File: config.mk
export PLATFORM = sky130hd
export DESIGN_NAME = adss_top
export DESIGN_NICKNAME = d
export VERILOG_FILES = /design/src/hw/adss_top.v
export VERILOG_INCLUDE_DIRS = /design/src /design/src/hw
export SDC_FILE = /design/constraint.sdc
export NUM_CORES = 1
export LEC_CHECK = 0
export ABC_AREA = 1
export BUFFER_PORTS_ARGS = -buffer_cell sky130_fd_sc_hd__buf_2
export CAP_MARGIN = 30
export CORE_MARGIN = 2
export CORE_UTILIZATION = 48
export DETAILED_ROUTE_END_ITERATION = 8
export PLACE_DENSITY = 0.74
export SLEW_MARGIN = 25
export SYNTH_ARGS = -nofsm -noshare
export SYNTH_HDL_FRONTEND = slang
export SYNTH_SLANG_ARGS = --single-unit
File: constraint.sdc
create_clock -name sys_clk -period 4.7 [get_ports sys_clk]
set_input_delay 0.235 -clock sys_clk [delete_from_list [all_inputs] [get_ports sys_clk]]
set_output_delay 0.235 -clock sys_clk [all_outputs]
set_load 0.01 [all_outputs]
File: src/hw/adss_regs.vh
`ifndef ADSS_REGS_VH
`define ADSS_REGS_VH

// Register byte offsets
`define ADSS_OFS_CTRL0 8'h00
`define ADSS_OFS_CTRL1 8'h04
`define ADSS_OFS_CTRL2 8'h08
`define ADSS_OFS_TRIG 8'h0C
`define ADSS_OFS_DELAY 8'h10
`define ADSS_OFS_RESH 8'h14
`define ADSS_OFS_RESL 8'h18
`define ADSS_OFS_IRQ 8'h1C
`define ADSS_OFS_PINSEL 8'h20

// Reference source codes
`define ADSS_REF_SUPPLY 2'h0
`define ADSS_REF_EXTPIN 2'h1
`define ADSS_REF_AMP 2'h2

// Internal source codes
`define ADSS_SRC_EXT 3'h0

// Sequence lengths in converter clock periods
`define ADSS_SAMPLE_PERIODS 5'h04
`define ADSS_TOTAL_PERIODS 5'h10

// Last external channel code
`define ADSS_LAST_CHAN 4'h8

// AXI responses
`define ADSS_RESP_OKAY 2'h0
`define ADSS_RESP_SLVERR 2'h2

`endif

File: src/hw/adss_top.v
// Notes on behaviour
// - reference select: supply, ext pin, amplified
// - gain select code drives amplifier gain
// - amplifier input: ext pin or bandgap
// - amplifier runs only when enabled
// - internal reference disconnects both ext pins
// - analog pins drop other functions, pull-up
// - analog assignment overrides port direction
// - source 000: codes 0..8 pick channels
// - codes above 8 leave input floating
// - internal source field picks internal signals
// - internal source disconnects external channel
// - 4 sample plus 12 convert periods
// - trigger bit picks software or PWM
// - format bit aligns result across registers
// - PWM start delayed when delay enabled
// - busy high during conversion, low after
// - power bit low powers converter down
// - clock divide by 2 to the code
// - end of conversion sets flag, interrupt
// - result is 12 bits, reference full scale
`timescale 1ns/1ps
`include "adss_regs.vh"

module adss_top #(
  parameter NUM_PINS = 9,
  parameter DELAY_W = 8
) (
  // Clock and reset
  input wire sys_clk,
  input wire reset,
  // AXI4-Lite slave
  input wire [7:0] s_axi_awaddr,
  input wire s_axi_awvalid,
  output reg s_axi_awready,
  input wire [31:0] s_axi_wdata,
  input wire [3:0] s_axi_wstrb,
  input wire s_axi_wvalid,
  output reg s_axi_wready,
  output reg [1:0] s_axi_bresp,
  output reg s_axi_bvalid,
  input wire s_axi_bready,
  input wire [7:0] s_axi_araddr,
  input wire s_axi_arvalid,
  output reg s_axi_arready,
  output reg [31:0] s_axi_rdata,
  output reg [1:0] s_axi_rresp,
  output reg s_axi_rvalid,
  input wire s_axi_rready,
  // Trigger and converter core
  input wire pwm_trigger,
  input wire [11:0] core_result,
  output reg core_power,
  output reg core_sample,
  output reg core_convert,
  output reg core_clk_tick,
  output reg irq,
  // Analog routing
  output reg [1:0] ref_route,
  output reg ext_ref_pins_connect,
  output reg ref_amp_on,
  output reg [1:0] ref_amp_gain,
  output reg ref_amp_from_bandgap,
  output reg [NUM_PINS-1:0] ext_channel_connect,
  output reg [2:0] internal_source_route,
  // Pin function control
  input wire [NUM_PINS-1:0] pin_pullup_request,
  input wire [NUM_PINS-1:0] pin_dir_output,
  output reg [NUM_PINS-1:0] pin_analog_mode,
  output reg [NUM_PINS-1:0] pin_pullup_on,
  output reg [NUM_PINS-1:0] pin_drive_enable
);

  // ****************************************
  // Software-visible state
  // ****************************************
  reg [3:0] external_channel_select;
  reg start_bit;
  reg converter_power_enable;
  reg [2:0] converter_clock_divide;
  reg [2:0] internal_source_select;
  reg [1:0] ref_source_select;
  reg [1:0] ref_amp_gain_select;
  reg ref_amp_input_select;
  reg ref_amp_enable;
  reg trigger_source_select;
  reg result_format_select;
  reg delayed_start_enable;
  reg [DELAY_W-1:0] start_delay_value;
  reg global_irq_enable;
  reg converter_irq_enable;
  reg converter_irq_flag;
  reg [NUM_PINS-1:0] pin_function_sel;
  reg [7:0] result_high;
  reg [7:0] result_low;
  reg conversion_busy_flag;

  // ****************************************
  // Bus write path
  // ****************************************
  reg aw_held;
  reg w_held;
  reg [7:0] aw_addr;
  reg [31:0] w_data;
  wire do_write = aw_held & w_held & ~s_axi_bvalid;
  wire flag_clear = do_write & (aw_addr == `ADSS_OFS_IRQ) & ~w_data[2];
  wire conv_done;

  function addr_known;
    input [7:0] a;
    begin
      addr_known = (a == `ADSS_OFS_CTRL0) | (a == `ADSS_OFS_CTRL1) |
        (a == `ADSS_OFS_CTRL2) | (a == `ADSS_OFS_TRIG) |
        (a == `ADSS_OFS_DELAY) | (a == `ADSS_OFS_RESH) |
        (a == `ADSS_OFS_RESL) | (a == `ADSS_OFS_IRQ) |
        (a == `ADSS_OFS_PINSEL);
    end
  endfunction

  always @(posedge sys_clk or posedge reset)
  begin
    if (reset)
    begin
      aw_held <= 1'b0;
      w_held <= 1'b0;
      aw_addr <= 8'h00;
      w_data <= 32'h0000_0000;
      s_axi_awready <= 1'b0;
      s_axi_wready <= 1'b0;
      s_axi_bvalid <= 1'b0;
      s_axi_bresp <= `ADSS_RESP_OKAY;
    end
    else
    begin
      s_axi_awready <= ~aw_held & ~(s_axi_awvalid & s_axi_awready);
      s_axi_wready <= ~w_held & ~(s_axi_wvalid & s_axi_wready);
      if (s_axi_awvalid & s_axi_awready)
      begin
        aw_held <= 1'b1;
        aw_addr <= {s_axi_awaddr[7:2], 2'b00};
      end
      if (s_axi_wvalid & s_axi_wready)
      begin
        w_held <= 1'b1;
        w_data <= s_axi_wdata;
      end
      if (do_write)
      begin
        s_axi_bvalid <= 1'b1;
        s_axi_bresp <= addr_known(aw_addr) ? `ADSS_RESP_OKAY : `ADSS_RESP_SLVERR;
      end
      else if (s_axi_bvalid & s_axi_bready)
      begin
        s_axi_bvalid <= 1'b0;
        aw_held <= 1'b0;
        w_held <= 1'b0;
      end
    end
  end

  // Registers other than the interrupt flag are written only when the low byte lane strobe is set; pin select bit 8 comes from the next lane
  always @(posedge sys_clk or posedge reset)
  begin
    if (reset)
    begin
      external_channel_select <= 4'h0;
      start_bit <= 1'b0;
      converter_power_enable <= 1'b0;
      converter_clock_divide <= 3'h0;
      internal_source_select <= 3'h0;
      ref_source_select <= 2'h0;
      ref_amp_gain_select <= 2'h0;
      ref_amp_input_select <= 1'b0;
      ref_amp_enable <= 1'b0;
      trigger_source_select <= 1'b0;
      result_format_select <= 1'b0;
      delayed_start_enable <= 1'b0;
      start_delay_value <= {DELAY_W{1'b0}};
      global_irq_enable <= 1'b0;
      converter_irq_enable <= 1'b0;
      pin_function_sel <= {NUM_PINS{1'b0}};
    end
    else if (do_write & s_axi_wstrb[0])
    begin
      case (aw_addr)
        `ADSS_OFS_CTRL0:
        begin
          external_channel_select <= w_data[3:0];
          start_bit <= w_data[4];
          converter_power_enable <= w_data[5];
        end
        `ADSS_OFS_CTRL1:
        begin
          converter_clock_divide <= w_data[2:0];
          internal_source_select <= w_data[6:4];
        end
        `ADSS_OFS_CTRL2:
        begin
          ref_source_select <= w_data[1:0];
          ref_amp_gain_select <= w_data[3:2];
          ref_amp_input_select <= w_data[4];
          ref_amp_enable <= w_data[5];
        end
        `ADSS_OFS_TRIG:
        begin
          trigger_source_select <= w_data[0];
          result_format_select <= w_data[1];
          delayed_start_enable <= w_data[2];
        end
        `ADSS_OFS_DELAY: start_delay_value <= w_data[DELAY_W-1:0];
        `ADSS_OFS_IRQ:
        begin
          global_irq_enable <= w_data[0];
          converter_irq_enable <= w_data[1];
        end
        `ADSS_OFS_PINSEL: pin_function_sel <= w_data[NUM_PINS-1:0];
        default: ;
      endcase
    end
  end

  // ****************************************
  // Bus read path
  // ****************************************
  reg [31:0] next_rdata;

  always @*
  begin
    next_rdata = 32'h0000_0000;
    case ({s_axi_araddr[7:2], 2'b00})
      `ADSS_OFS_CTRL0: next_rdata[6:0] = {conversion_busy_flag, converter_power_enable,
        start_bit, external_channel_select};
      `ADSS_OFS_CTRL1: next_rdata[6:0] = {internal_source_select, 1'b0, converter_clock_divide};
      `ADSS_OFS_CTRL2: next_rdata[5:0] = {ref_amp_enable, ref_amp_input_select,
        ref_amp_gain_select, ref_source_select};
      `ADSS_OFS_TRIG: next_rdata[2:0] = {delayed_start_enable, result_format_select,
        trigger_source_select};
      `ADSS_OFS_DELAY: next_rdata[DELAY_W-1:0] = start_delay_value;
      `ADSS_OFS_RESH: next_rdata[7:0] = result_high;
      `ADSS_OFS_RESL: next_rdata[7:0] = result_low;
      `ADSS_OFS_IRQ: next_rdata[2:0] = {converter_irq_flag, converter_irq_enable,
        global_irq_enable};
      `ADSS_OFS_PINSEL: next_rdata[NUM_PINS-1:0] = pin_function_sel;
      default: next_rdata = 32'h0000_0000;
    endcase
  end

  always @(posedge sys_clk or posedge reset)
  begin
    if (reset)
    begin
      s_axi_arready <= 1'b0;
      s_axi_rvalid <= 1'b0;
      s_axi_rdata <= 32'h0000_0000;
      s_axi_rresp <= `ADSS_RESP_OKAY;
    end
    else
    begin
      s_axi_arready <= ~s_axi_rvalid & ~(s_axi_arvalid & s_axi_arready);
      if (s_axi_arvalid & s_axi_arready)
      begin
        s_axi_rvalid <= 1'b1;
        s_axi_rdata <= next_rdata;
        s_axi_rresp <= addr_known({s_axi_araddr[7:2], 2'b00}) ?
          `ADSS_RESP_OKAY : `ADSS_RESP_SLVERR;
      end
      else if (s_axi_rvalid & s_axi_rready)
        s_axi_rvalid <= 1'b0;
    end
  end

  // ****************************************
  // Converter clock and sequencer
  // ****************************************
  reg [6:0] div_count;
  reg start_prev;
  reg [4:0] period_count;
  reg [DELAY_W-1:0] delay_count;
  reg delay_pending;
  wire [6:0] div_last = (7'h01 << converter_clock_divide) - 7'h01;
  wire adc_tick = (div_count == div_last);
  wire sw_rise = ~trigger_source_select & start_bit & ~start_prev;
  wire sw_fall = ~trigger_source_select & ~start_bit & start_prev;
  wire pwm_go = trigger_source_select & pwm_trigger;
  wire delay_go = delay_pending & adc_tick & (delay_count == {DELAY_W{1'b0}});
  wire begin_conv = converter_power_enable &
    (sw_fall | (pwm_go & ~delayed_start_enable) | delay_go);
  assign conv_done = conversion_busy_flag & adc_tick &
    (period_count == `ADSS_TOTAL_PERIODS - 5'h01);

  always @(posedge sys_clk or posedge reset)
  begin
    if (reset)
      div_count <= 7'h00;
    else if (adc_tick | begin_conv)
      div_count <= 7'h00;
    else
      div_count <= div_count + 7'h01;
  end

  always @(posedge sys_clk or posedge reset)
  begin
    if (reset)
    begin
      start_prev <= 1'b0;
      period_count <= 5'h00;
      conversion_busy_flag <= 1'b0;
      delay_pending <= 1'b0;
      delay_count <= {DELAY_W{1'b0}};
      result_high <= 8'h00;
      result_low <= 8'h00;
    end
    else
    begin
      start_prev <= start_bit;
      if (~converter_power_enable | sw_rise)
      begin
        conversion_busy_flag <= 1'b0;
        delay_pending <= 1'b0;
        period_count <= 5'h00;
      end
      else if (begin_conv)
      begin
        conversion_busy_flag <= 1'b1;
        delay_pending <= 1'b0;
        period_count <= 5'h00;
      end
      else
      begin
        if (pwm_go & delayed_start_enable)
        begin
          delay_pending <= 1'b1;
          delay_count <= start_delay_value;
        end
        else if (delay_pending & adc_tick)
          delay_count <= delay_count - {{(DELAY_W-1){1'b0}}, 1'b1};
        if (conv_done)
        begin
          conversion_busy_flag <= 1'b0;
          if (result_format_select)
          begin
            result_high <= {4'h0, core_result[11:8]};
            result_low <= core_result[7:0];
          end
          else
          begin
            result_high <= core_result[11:4];
            result_low <= {core_result[3:0], 4'h0};
          end
        end
        else if (conversion_busy_flag & adc_tick)
          period_count <= period_count + 5'h01;
      end
    end
  end

  // Set beats a clear arriving in the same cycle
  always @(posedge sys_clk or posedge reset)
  begin
    if (reset)
    begin
      converter_irq_flag <= 1'b0;
      irq <= 1'b0;
    end
    else
    begin
      if (conv_done & converter_power_enable)
        converter_irq_flag <= 1'b1;
      else if (flag_clear)
        converter_irq_flag <= 1'b0;
      irq <= global_irq_enable & converter_irq_enable & converter_irq_flag;
    end
  end

  // ****************************************
  // Core and analog routing outputs
  // ****************************************
  always @(posedge sys_clk or posedge reset)
  begin
    if (reset)
    begin
      core_power <= 1'b0;
      core_sample <= 1'b0;
      core_convert <= 1'b0;
      core_clk_tick <= 1'b0;
      ref_route <= `ADSS_REF_SUPPLY;
      ext_ref_pins_connect <= 1'b0;
      ref_amp_on <= 1'b0;
      ref_amp_gain <= 2'h0;
      ref_amp_from_bandgap <= 1'b0;
      ext_channel_connect <= {NUM_PINS{1'b0}};
      internal_source_route <= `ADSS_SRC_EXT;
      pin_analog_mode <= {NUM_PINS{1'b0}};
      pin_pullup_on <= {NUM_PINS{1'b0}};
      pin_drive_enable <= {NUM_PINS{1'b0}};
    end
    else
    begin
      core_power <= converter_power_enable;
      core_sample <= conversion_busy_flag & (period_count < `ADSS_SAMPLE_PERIODS);
      core_convert <= conversion_busy_flag & (period_count >= `ADSS_SAMPLE_PERIODS);
      core_clk_tick <= adc_tick & converter_power_enable;
      // Codes 10 and 11 both mean the amplified reference
      ref_route <= ref_source_select[1] ? `ADSS_REF_AMP : ref_source_select;
      ext_ref_pins_connect <= ~ref_source_select[1];
      ref_amp_on <= ref_amp_enable;
      ref_amp_gain <= ref_amp_gain_select;
      ref_amp_from_bandgap <= ref_amp_input_select;
      internal_source_route <= internal_source_select;
      // Internal source wins so two signals never short together
      if (internal_source_select == `ADSS_SRC_EXT &&
          external_channel_select <= `ADSS_LAST_CHAN)
        ext_channel_connect <= {{(NUM_PINS-1){1'b0}}, 1'b1} << external_channel_select;
      else
        ext_channel_connect <= {NUM_PINS{1'b0}};
      pin_analog_mode <= pin_function_sel;
      pin_pullup_on <= pin_pullup_request & ~pin_function_sel;
      pin_drive_enable <= pin_dir_output & ~pin_function_sel;
    end
  end

endmodule

Word level (Yosys, flattened, before mapping)

Cells that the tools add are included.

Bits in registers: 166
Bits of input ports: 90
Output and inout bits: 92

Add/subtract/negate cells: 4
$lt $le $gt $ge: 3
Eq/ne operators: 19
Shift operators: 2
Mux-type cells: 36
Bitwise logic cells: 70
Reduce and logical (&&, ||, !) cells: 22

Operators with widths:

| kind                | number |
|---|---|
| $eq 6x3->1 const B  | 8 |
| $mux 8              | 4 |
| $and 1x1->1         | 31 |
| $pmux 3 s9          | 1 |
| $eq 6x2->1 const B  | 4 |
| $pmux 3 s7          | 1 |
| $mux 5              | 4 |
| $or 1x1->1          | 20 |
| $mux 1              | 19 |
| $and 9x9->9         | 2 |
| $logic_not 8->1     | 2 |
| $not 1->1           | 16 |
| $reduce_and 2->1    | 8 |
| $eq 6x1->1 const B  | 2 |
| $eq 6x4->1 const B  | 2 |
| $mux 9              | 1 |
| $not 9->9           | 1 |
| $reduce_bool 3->1   | 3 |
| $shl 1x4->9 const A | 1 |
| $reduce_bool 2->1   | 4 |
| $sub 8x1->8 const B | 1 |
| $add 7x1->7 const B | 1 |
| $eq 7x7->1          | 1 |
| $mux 7              | 1 |
| 15 further kinds    | 18 |

Longest topological paths before layout

Gate-level depths: netlist of the first run.

Depth after elaboration: 10
Mapped depth: 18

Worst setup path before layout of the first run

Ideal clock, no wire load.

Path type: register -> register
From: register converter_clock_divide[2]
To: register result_high[0]
Data arrival time: 2.108 ns
Required time: 4.584 ns
Path slack: 2.476 ns
Cell stages (with the launch flop): 18
Path buffers: 2
Path through: dfrtp_1 -> buf_6 -> nor2_4 -> nand2_1 -> ha_1 -> nand2_1 -> inv_1 -> nor2_1 -> nand2_1 -> nor2_1 -> nand2_1 -> nor2_4 -> nand4_2 -> nand3_2 -> nor2_8 -> buf_8 -> nand2_2 -> nand2_1

Word-level cells in the longest chain between the ends: 9
Elaborated cells on any way between the ends: 11

Ends and longest elaborated chain:

| element                      | line           | text |
|---|---|---|
| start: declaration           | adss_top.v:80  | `reg [2:0] converter_clock_divide;` |
| start signal: assignment     | adss_top.v:194 | `converter_clock_divide <= w_data[2:0];` |
| $shl 1x3->7 *                | adss_top.v:280 | `wire [6:0] div_last = (7'h01 << converter_clock_divide) - 7'h01;` |
| $sub 7x1->7 *                | adss_top.v:280 |  |
| $eq 7x7->1 *                 | adss_top.v:281 | `wire adc_tick = (div_count == div_last);` |
| $and 1x1->1 (2 in series)    | adss_top.v:285 | `wire delay_go = delay_pending & adc_tick & (delay_count == {DELAY_W{1'b0}});` |
| $or 1x1->1                   | adss_top.v:287 | `(sw_fall \| (pwm_go & ~delayed_start_enable) \| delay_go);` |
| $and 1x1->1                  | adss_top.v:286 | `wire begin_conv = converter_power_enable &` |
| $not 1->1 (no line)          | -              |  |
| $reduce_and 3->1 (no line) * | -              |  |
| end signal: assignment       | adss_top.v:342 | `result_high <= {4'h0, core_result[11:8]};` |
| end signal: assignment       | adss_top.v:347 | `result_high <= core_result[11:4];` |
| end: declaration             | adss_top.v:94  | `reg [7:0] result_high;` |

Every way passes the cells marked *; elsewhere a longest branch is shown, timed or not.
A chain may end at the register's enable or synchronous reset.

Worst setup path in the final report of the first run

From: register converter_clock_divide[2]
To: register delay_count[2]

Word-level cells in the longest chain between the ends: 9
Elaborated cells on any way between the ends: 10

Ends and longest elaborated chain:

| element                      | line                           | text |
|---|---|---|
| $shl 1x3->7 *                | adss_top.v:280                 |  |
| $sub 7x1->7 *                | adss_top.v:280                 |  |
| $eq 7x7->1 *                 | adss_top.v:281                 |  |
| $and 1x1->1 *                | adss_top.v:285, adss_top.v:335 |  |
| $and 1x1->1                  | adss_top.v:285                 |  |
| $or 1x1->1                   | adss_top.v:287                 |  |
| $and 1x1->1                  | adss_top.v:286                 |  |
| $not 1->1 (no line)          | -                              |  |
| $reduce_and 3->1 (no line) * | -                              |  |
| end signal: assignment       | adss_top.v:309                 | `delay_count <= {DELAY_W{1'b0}};` |
| end signal: assignment       | adss_top.v:333                 | `delay_count <= start_delay_value;` |
| end signal: assignment       | adss_top.v:336                 | `delay_count <= delay_count - {{(DELAY_W-1){1'b0}}, 1'b1};` |
| end: declaration             | adss_top.v:278                 | `reg [DELAY_W-1:0] delay_count;` |

Marked as above.

==> summary.md, run 1 <==
| Metric | Value |
|---|---|
| Synth top area cells | dfrtp_1 56%, nand2_1 12%, inv_1 5.4% |
| Initial antenna violation count | 0 |
| DRT antenna net count | 0 |
| Seq/Total Area, Yosys | 0.5590 |
| Slew HR | 0.4484 |
| Nets | 1087 |
| Worst hold slack | -0.03780 ns |
| Max H-tree Level | 4 |
| Starting Density | 0.4866 |
| Post-Synthesis Cells | 844 |
| Final Core Density | 0.5825 |
| Critical Path RT | 5.06 ns |
| Rows | 45 |
| Fmax achieved | 0.3623 GHz |
| FF/Latch Area | 4104 sq um |
| Total gr overflow | 0 |
| Layout cell share with drive strength beyond 1 | 0.1926 |
| Worst min path class | input pin to async pin |
| Clock Path Buffers | 2 |
| Crit Path Max Fanout | 12 |
| Crit. Startpoint | converter_clock_divide[2] |
| WL per Instance | between 10 and 15 um |
| Die area | roughly 16000 sq um |
| Crit share post-route | 0.5872 |
| Detailed Route WL | 17310 um |
| Top Ports | 182 |
| Synth Register Bits | 164 |
| Synth top area share | 0.5590 |
| DR pass1 iterations | 5 |
| Clock Sinks | about 160 |
| Root buffer cell | clkbuf_16 |
| Post-synth top area cell | dfrtp_1 |
| Placed cell area | just over 8000 sq um |
| CTS clk-pin slew, worst paths | 0.06 ns |
| Number of synthesized flops with an enable pin | 0 |
| Max Clock Skew | 0.007787 ns |
| Asr flop ratio synth | 1.000 |
| CTS tree | built |
| DP HPWL | 12330 um |
| Clk Latency, worst-skew pair | 0.43 ns |
| Leak pwr | 4.724 nW |
| Final setup TNS | 0 ns |
| Netlist cell types | 42 |
| Setup CP Type | register to register |
| GP Congestion | 0.9152 |
| Failing checks | negative hold slack |
| Post-CTS setup repair buffer count | 0 |
| # setup viols final | 0 |
| Via density | 5.017 |
| Syn avg cell area | 8.699 sq um |
| Filler cells | 1351 |
| CP Launch Type | register |
| Core area | 15090 sq um |
| RSZ-0062 raised after global routing | no |
| Slew @ Worst Pin | 0.8274 ns |
| Most used DFF post-synth | dfrtp_1 |
| Power density over the cells | between 500 and 600 nW/um^2 |
| Largest net degree at the start of global routing | between 90 and 100 |
| Buffers on Ports | 126 |
| Width of the chip | 127.7 um |
| Slew Limit Fails | 0 |
| Design area | between 8000 and 9000 sq um |
| Die height | 127.7 um |
| Status | complete, but fails checks |
| Vias | 5970 |
| # diodes | 0 |
| Max VDD drop | approximately 0.27 mV |
| Area of the multi-input gates | 2639 sq um |
| First-pass GRT wire length | around 28000 um |
| CP Capture Type | register |
| Crit path DAT | 3.12 ns |
| Drc violations | 0 |
| Total GRT Usage | 0.2236 |
| CTS Buf Count | 17 |
| Final Hold Fails | 31 |
| Reg2reg start | converter_clock_divide[2] |
| Synth warn | 0 |
| Minimum clock period | 2.760 ns |
| Vias in the first global route | 5491 |
| Initial DRC count | 491 |
| Layout area overhead | 19.72% |
| Max Cap Viol | 0 |
| Post-Syn Area | 7342 sq um |
through the flow:
stage	total power [W]	setup WS (ns)	cells	hold slack, ns
6_report	0.004605	1.940	1190	-0.03780
5_1_grt	0.004890	1.620	1190	0.007370
4_1_cts	0.004622	1.974	1189	0.0001151
3_5_place_dp	0.003254	1.993	1143	0.4059
3_3_place_gp	0.003214	2.011	1143	0.4026
2_1_floorplan	0.002835	0.03167	868	0.3217
cells by family after synthesis:
family | after synthesis | synth area share
AND/OR/NAND/NOR | 406 | 0.2399
flip-flops | 164 | 0.5590
buffers and inverters | 152 | 0.09492
AO/OA/AOI/OAI | 106 | 0.08299
XOR/XNOR | 7 | 0.009373
adder cells (fa/ha/maj) | 6 | 0.01022
multiplexers | 2 | 0.003067
other | 1 | 0.0005108
flip-flops by register name, indices dropped and copies added, names as in the netlist, 6 cells and up:
signal	count
pin_pullup_on	9
div_count	7
pin_drive_enable	9
delay_count	8
pin_function_sel	9
w_data	9
result_high	8
ext_channel_connect	9
start_delay_value	8
result_low	8
s_axi_rdata	9
pin_analog_mode	9
aw_addr	6
report_power, final:
| part | internal, W | switching (W) | total, W |
|---|---|---|---|
| clock | 0.000795 | 0.000554 | 0.00135 |
| combinational | 0.000398 | 0.000701 | 0.00110 |
| sequential | 0.00181 | 0.000351 | 0.00216 |
| total | 0.00300 | 0.00161 | 0.00461 |
cells in the final DEF, fill, tap and decap left out, types with 4 or more instances in the layout:
cell / instances
a21oi_1: 17
dlygate4sd3_1: 17
buf_2: 126
clkbuf_16: 17
inv_1: 104
o21ai_0: 60
nand2_2: 12
ha_1: 6
nand4_1: 8
conb_1: 25
nor3_1: 6
a31oi_1: 8
nor2_1: 92
dfrtp_1: 164
nand3_1: 35
a22oi_1: 5
clkinv_4: 4
nand2_1: 230
nor2_2: 4
xnor2_1: 4
a221oi_1: 5
repair_timing:
| action | in CTS | in global routing |
|---|---|---|
| endpoints found under the hold margin | 16 | 1 |
| hold buffers | 16 | 1 |
| gates resized for setup | 0 | 0 |
cells in the mapped netlist (2+ instances only):
library cell and number:
a21oi_1 17, a221oi_1 5, a22oi_1 5, a31oi_1 8, buf_2 3, buf_4 25
buf_6 2, clkbuf_1 10, clkinv_1 3, dfrtp_1 164, ha_1 6, inv_1 105
inv_2 2, mux2_2 2, nand2_1 230, nand2_2 12, nand3_1 35, nand3b_1 3
nand4_1 8, nor2_1 93, nor2_2 3, nor2_4 3, nor2_8 2, nor3_1 7
nor4_1 3, o2111ai_1 3, o21ai_0 60, o22ai_1 3, o31ai_1 3, or2_2 3
xnor2_1 4, xor2_1 2
metal layers:
metal / vias up / wire, um / global-route usage
li1: 2902 / - / -
met1: 2824 / 7566 / 0.3143
met2: 216 / 8165 / 0.3460
met3: 28 / 1181 / 0.05384
met4: 0 / 397 / 0.07175
met5: - / 0 / 0
final cells by class:
cell class | count | share of cell area
clock buffer | 20 | 0.05082
tap | 188 | 0.02676
sequential | 164 | 0.4669
inverter | 111 | 0.04826
timing repair buffer | 145 | 0.09281
clock inverter | 10 | 0.01423
multi-input combinational | 552 | 0.3002
worst paths after layout:
kind / to / slack, ns / depth (start not counted)
max: delay_count[2] / 1.94 / 16
min: pin_pullup_on[2] / -0.04 / 2
max reg2reg: delay_count[2] / 1.94 / 16
min reg2reg: ref_amp_gain[1] / 0.42 / 0
max in group asynchronous: pin_analog_mode[6] / 3.71 / 3
min in group sys_clk: aw_addr[6] / 0.01 / 3
critical path, stage by stage, from the launching register on:
cell and delay (ns):
dfrtp_1 0.53, nor2_4 0.18, nand2_1 0.08, ha_1 0.31, nand2_1 0.07, inv_1 0.04, nor2_1 0.07, nand2_1 0.05
nor2_1 0.08, nand2_1 0.08, nor2_4 0.16, nand4_2 0.19, nand2_1 0.12, nand2_1 0.29, nand2_2 0.28, nand2_1 0.08
nand2_1 0.07
Power figures use the tool's default switching activity.
==> inputs of run 2 (changes only) <==
CORE_UTILIZATION = 50   (was 48)
clock period = 2.7 ns   (was 4.7 ns; I/O delays follow)
==> run 2 against run 1 <==
  * The run now ends clean
  * Wire length grew 2.1%
  * Combinational power is 82% higher
  * Die area decreased by 3.9%
  * Setup slack lost 1.7 ns
  * Non-clock buffer count up 33
  * Register-to-register slack worse by 1.7 ns
  * Worst hold slack better by 0.050 ns
  * Power is 75% higher
  * Sequential share of layout area is 1.6 points lower
  * Fmax is 15% higher
  * Critical path type unchanged
  * Largest cell class unchanged
==> summary.md, run 2 (synthesis gave the netlist of run 1 again) <==
| Metric | Value |
|---|---|
| Clock Path Buffers | 2 |
| Buffers & Inverters on Critical Path | 1 |
| Most frequent cells in the layout | 229 x nand2_1, 164 x dfrtp_1, 126 x buf_2 |
| R2R Setup Slk | about 0.29 ns |
| CTS tree | built |
| Via density | 4.992 |
| Slew HR | 0.5397 |
| Die area | 15670 sq um |
| Minimum clock period | 2.410 ns |
| Worst path cell trace | nor2_4 -> nand2_1 -> ha_1 -> xnor2_1 -> xnor2_2 -> nor2_4 -> nand4_2 -> buf_4 -> nand3_2 -> nor2_8 -> nand2_1 -> nand2_1 |
| DRT antenna net count | 0 |
| Core area | 14420 sq um |
| WL per Instance | 14.47 um |
| Fmax achieved | just over 0.4 GHz |
| Clk Latency, worst-skew pair | 0.43 ns |
| Clk pwr share | 0.289 |
| Part of the power in registers | 0.463 |
| Switching Fraction | 0.3555 |
| Final WS setup | 0.2898 ns |
| Final Hold Fails | 0 |
| Die height | roughly 130 um |
| DR pass1 iterations | 5 |
| CTS clk-pin slew, worst paths | roughly 0.070 ns |
| Rows | 44 |
| Detailed Route WL | between 15000 and 20000 um |
| RSZ-0062 raised after global routing | no |
| Top Ports | approximately 180 |
| Final Core Density | 0.6316 |
| Root buffer cell | clkbuf_16 |
| Slew Limit Fails | 0 |
| DP HPWL | 12440 um |
| CP Capture Type | register |
| Commonest non-fill, non-tap cell in the layout | nand2_1 |
| Crit path DAT | 2.78 ns |
| Width of the chip | 125.2 um |
| Final std cells w/o fill | between 1000 and 1500 |
| CTS Buf Count | 17 |
| # setup viols final | 0 |
| Max Clock Skew | about 0.011 ns |
| Slew @ Worst Pin | slightly below 0.7 ns |
| Vias | about 6000 |
| Initial antenna violation count | 0 |
| CP peak stage delay | 0.41 ns |
| Largest net degree at the start of global routing | 42 |
| Max VDD drop | 0.5407 mV |
| # diodes | 0 |
| CP most frequent cell | nand2_1 |
| Worst min path class | input pin to register |
| Critical Path RT | between 3 and 4 ns |
| Initial DRC count | 521 |
| Final Power | roughly 0.0081 W |
| Starting Density | 0.5090 |
| Leak pwr | a little under 5 nW |
| DP Worst Slack | 0.2539 ns |
| Comb power frac | 0.249 |
| Top delay family on crit path | simple AND/OR/NAND/NOR gates |
| Crit Path Max Fanout | 16 |
| Max H-tree Level | 4 |
| Buffers on Ports | between 100 and 150 |
| Power density over the cells | 884.5 nW/um^2 |
| First-pass GRT wire length | between 20000 and 30000 um |
| Max Cap Viol | 0 |
| Total GRT Usage | 0.2394 |
| Internal power | 0.005193 W |
| Layout cell share with drive strength beyond 1 | 0.1986 |
| Layout area overhead | 24.08% |
| Placed instance count | 1151 |
| Final setup TNS | 0 ns |
| Clock Sinks | 164 |
| Vias in the first global route | ~5900 |
| Status | finished clean |
| Setup CP Type | register to register |
| Drc violations | 0 |
| CP Launch Type | register |
| Psw | 0.002865 W |
| GP Congestion | 0.9397 |
| Crit share post-route | 0.8927 |
| Nets | 1120 |
| Total gr overflow | 0 |
| Slowest CP cell | dfrtp_1 |
run 2: timing repair:
item	CTS	global route
gates resized for setup	0	1
endpoints found under the hold margin	69	0
buffers inserted	0	0
hold buffers	38	0
endpoints found under the setup margin	0	13
run 2: metal layers:
metal,track usage,wire length (um),vias to the layer above
li1,-,-,2975
met1,0.3152,7525,2868
met2,0.3836,8486,203
met3,0.05263,1079,49
met4,0.1078,579,0
met5,0,0,-
run 2: final timing paths:
path | from | endpoint | cells after the start
setup / recovery | converter_clock_divide[2] | result_high[5] | 12
setup reg to reg | converter_clock_divide[2] | result_high[5] | 12
hold / removal | core_result[0] | result_low[0] | 5
hold reg to reg | pin_function_sel[8] | pin_analog_mode[8] | 0
max in group asynchronous | reset | s_axi_rdata[7] | 5
min in group asynchronous | reset | external_channel_select[1] | 3
run 2: worst reg2reg max path: stages (launching register included):
cell	delay, ns
dfrtp_1	0.41
nor2_4	0.13
nand2_1	0.08
ha_1	0.27
xnor2_1	0.27
xnor2_2	0.16
nor2_4	0.08
nand4_2	0.10
buf_4	0.13
nand3_2	0.19
nor2_8	0.33
nand2_1	0.12
nand2_1	0.08
run 2: area by class of cell:
cell class	count	area [sq um]
clock buffers	20	446.7
inverters	111	422.9
clock inverters	12	118.9
flip-flops and latches	164	4104
fillers	1210	5314
repair buffers	178	1154
multi-input cells	552	2634
well taps	184	230.2
run 2: through the flow:
| step | hold slack, ns | instance area, sq um |
|---|---|---|
| floorplan | 0.2217 | 7436 |
| global placement | 0.2753 | 8162 |
| detailed placement | 0.2883 | 8162 |
| CTS | 0.002084 | 9107 |
| global route | 0.03440 | 9110 |
| finish | 0.01232 | 9110 |
run 2: power groups by stage:
| stage | combinational, W | sequential [W] | clock (W) |
|---|---|---|---|
| 2_1_floorplan | 0.00125 | 0.00369 | 0 |
| 3_3_place_gp | 0.00190 | 0.00374 | 0 |
| 3_5_place_dp | 0.00195 | 0.00376 | 0 |
| 4_1_cts | 0.00201 | 0.00372 | 0.00235 |
| 5_1_grt | 0.00227 | 0.00382 | 0.00246 |
| 6_report | 0.00200 | 0.00373 | 0.00233 |
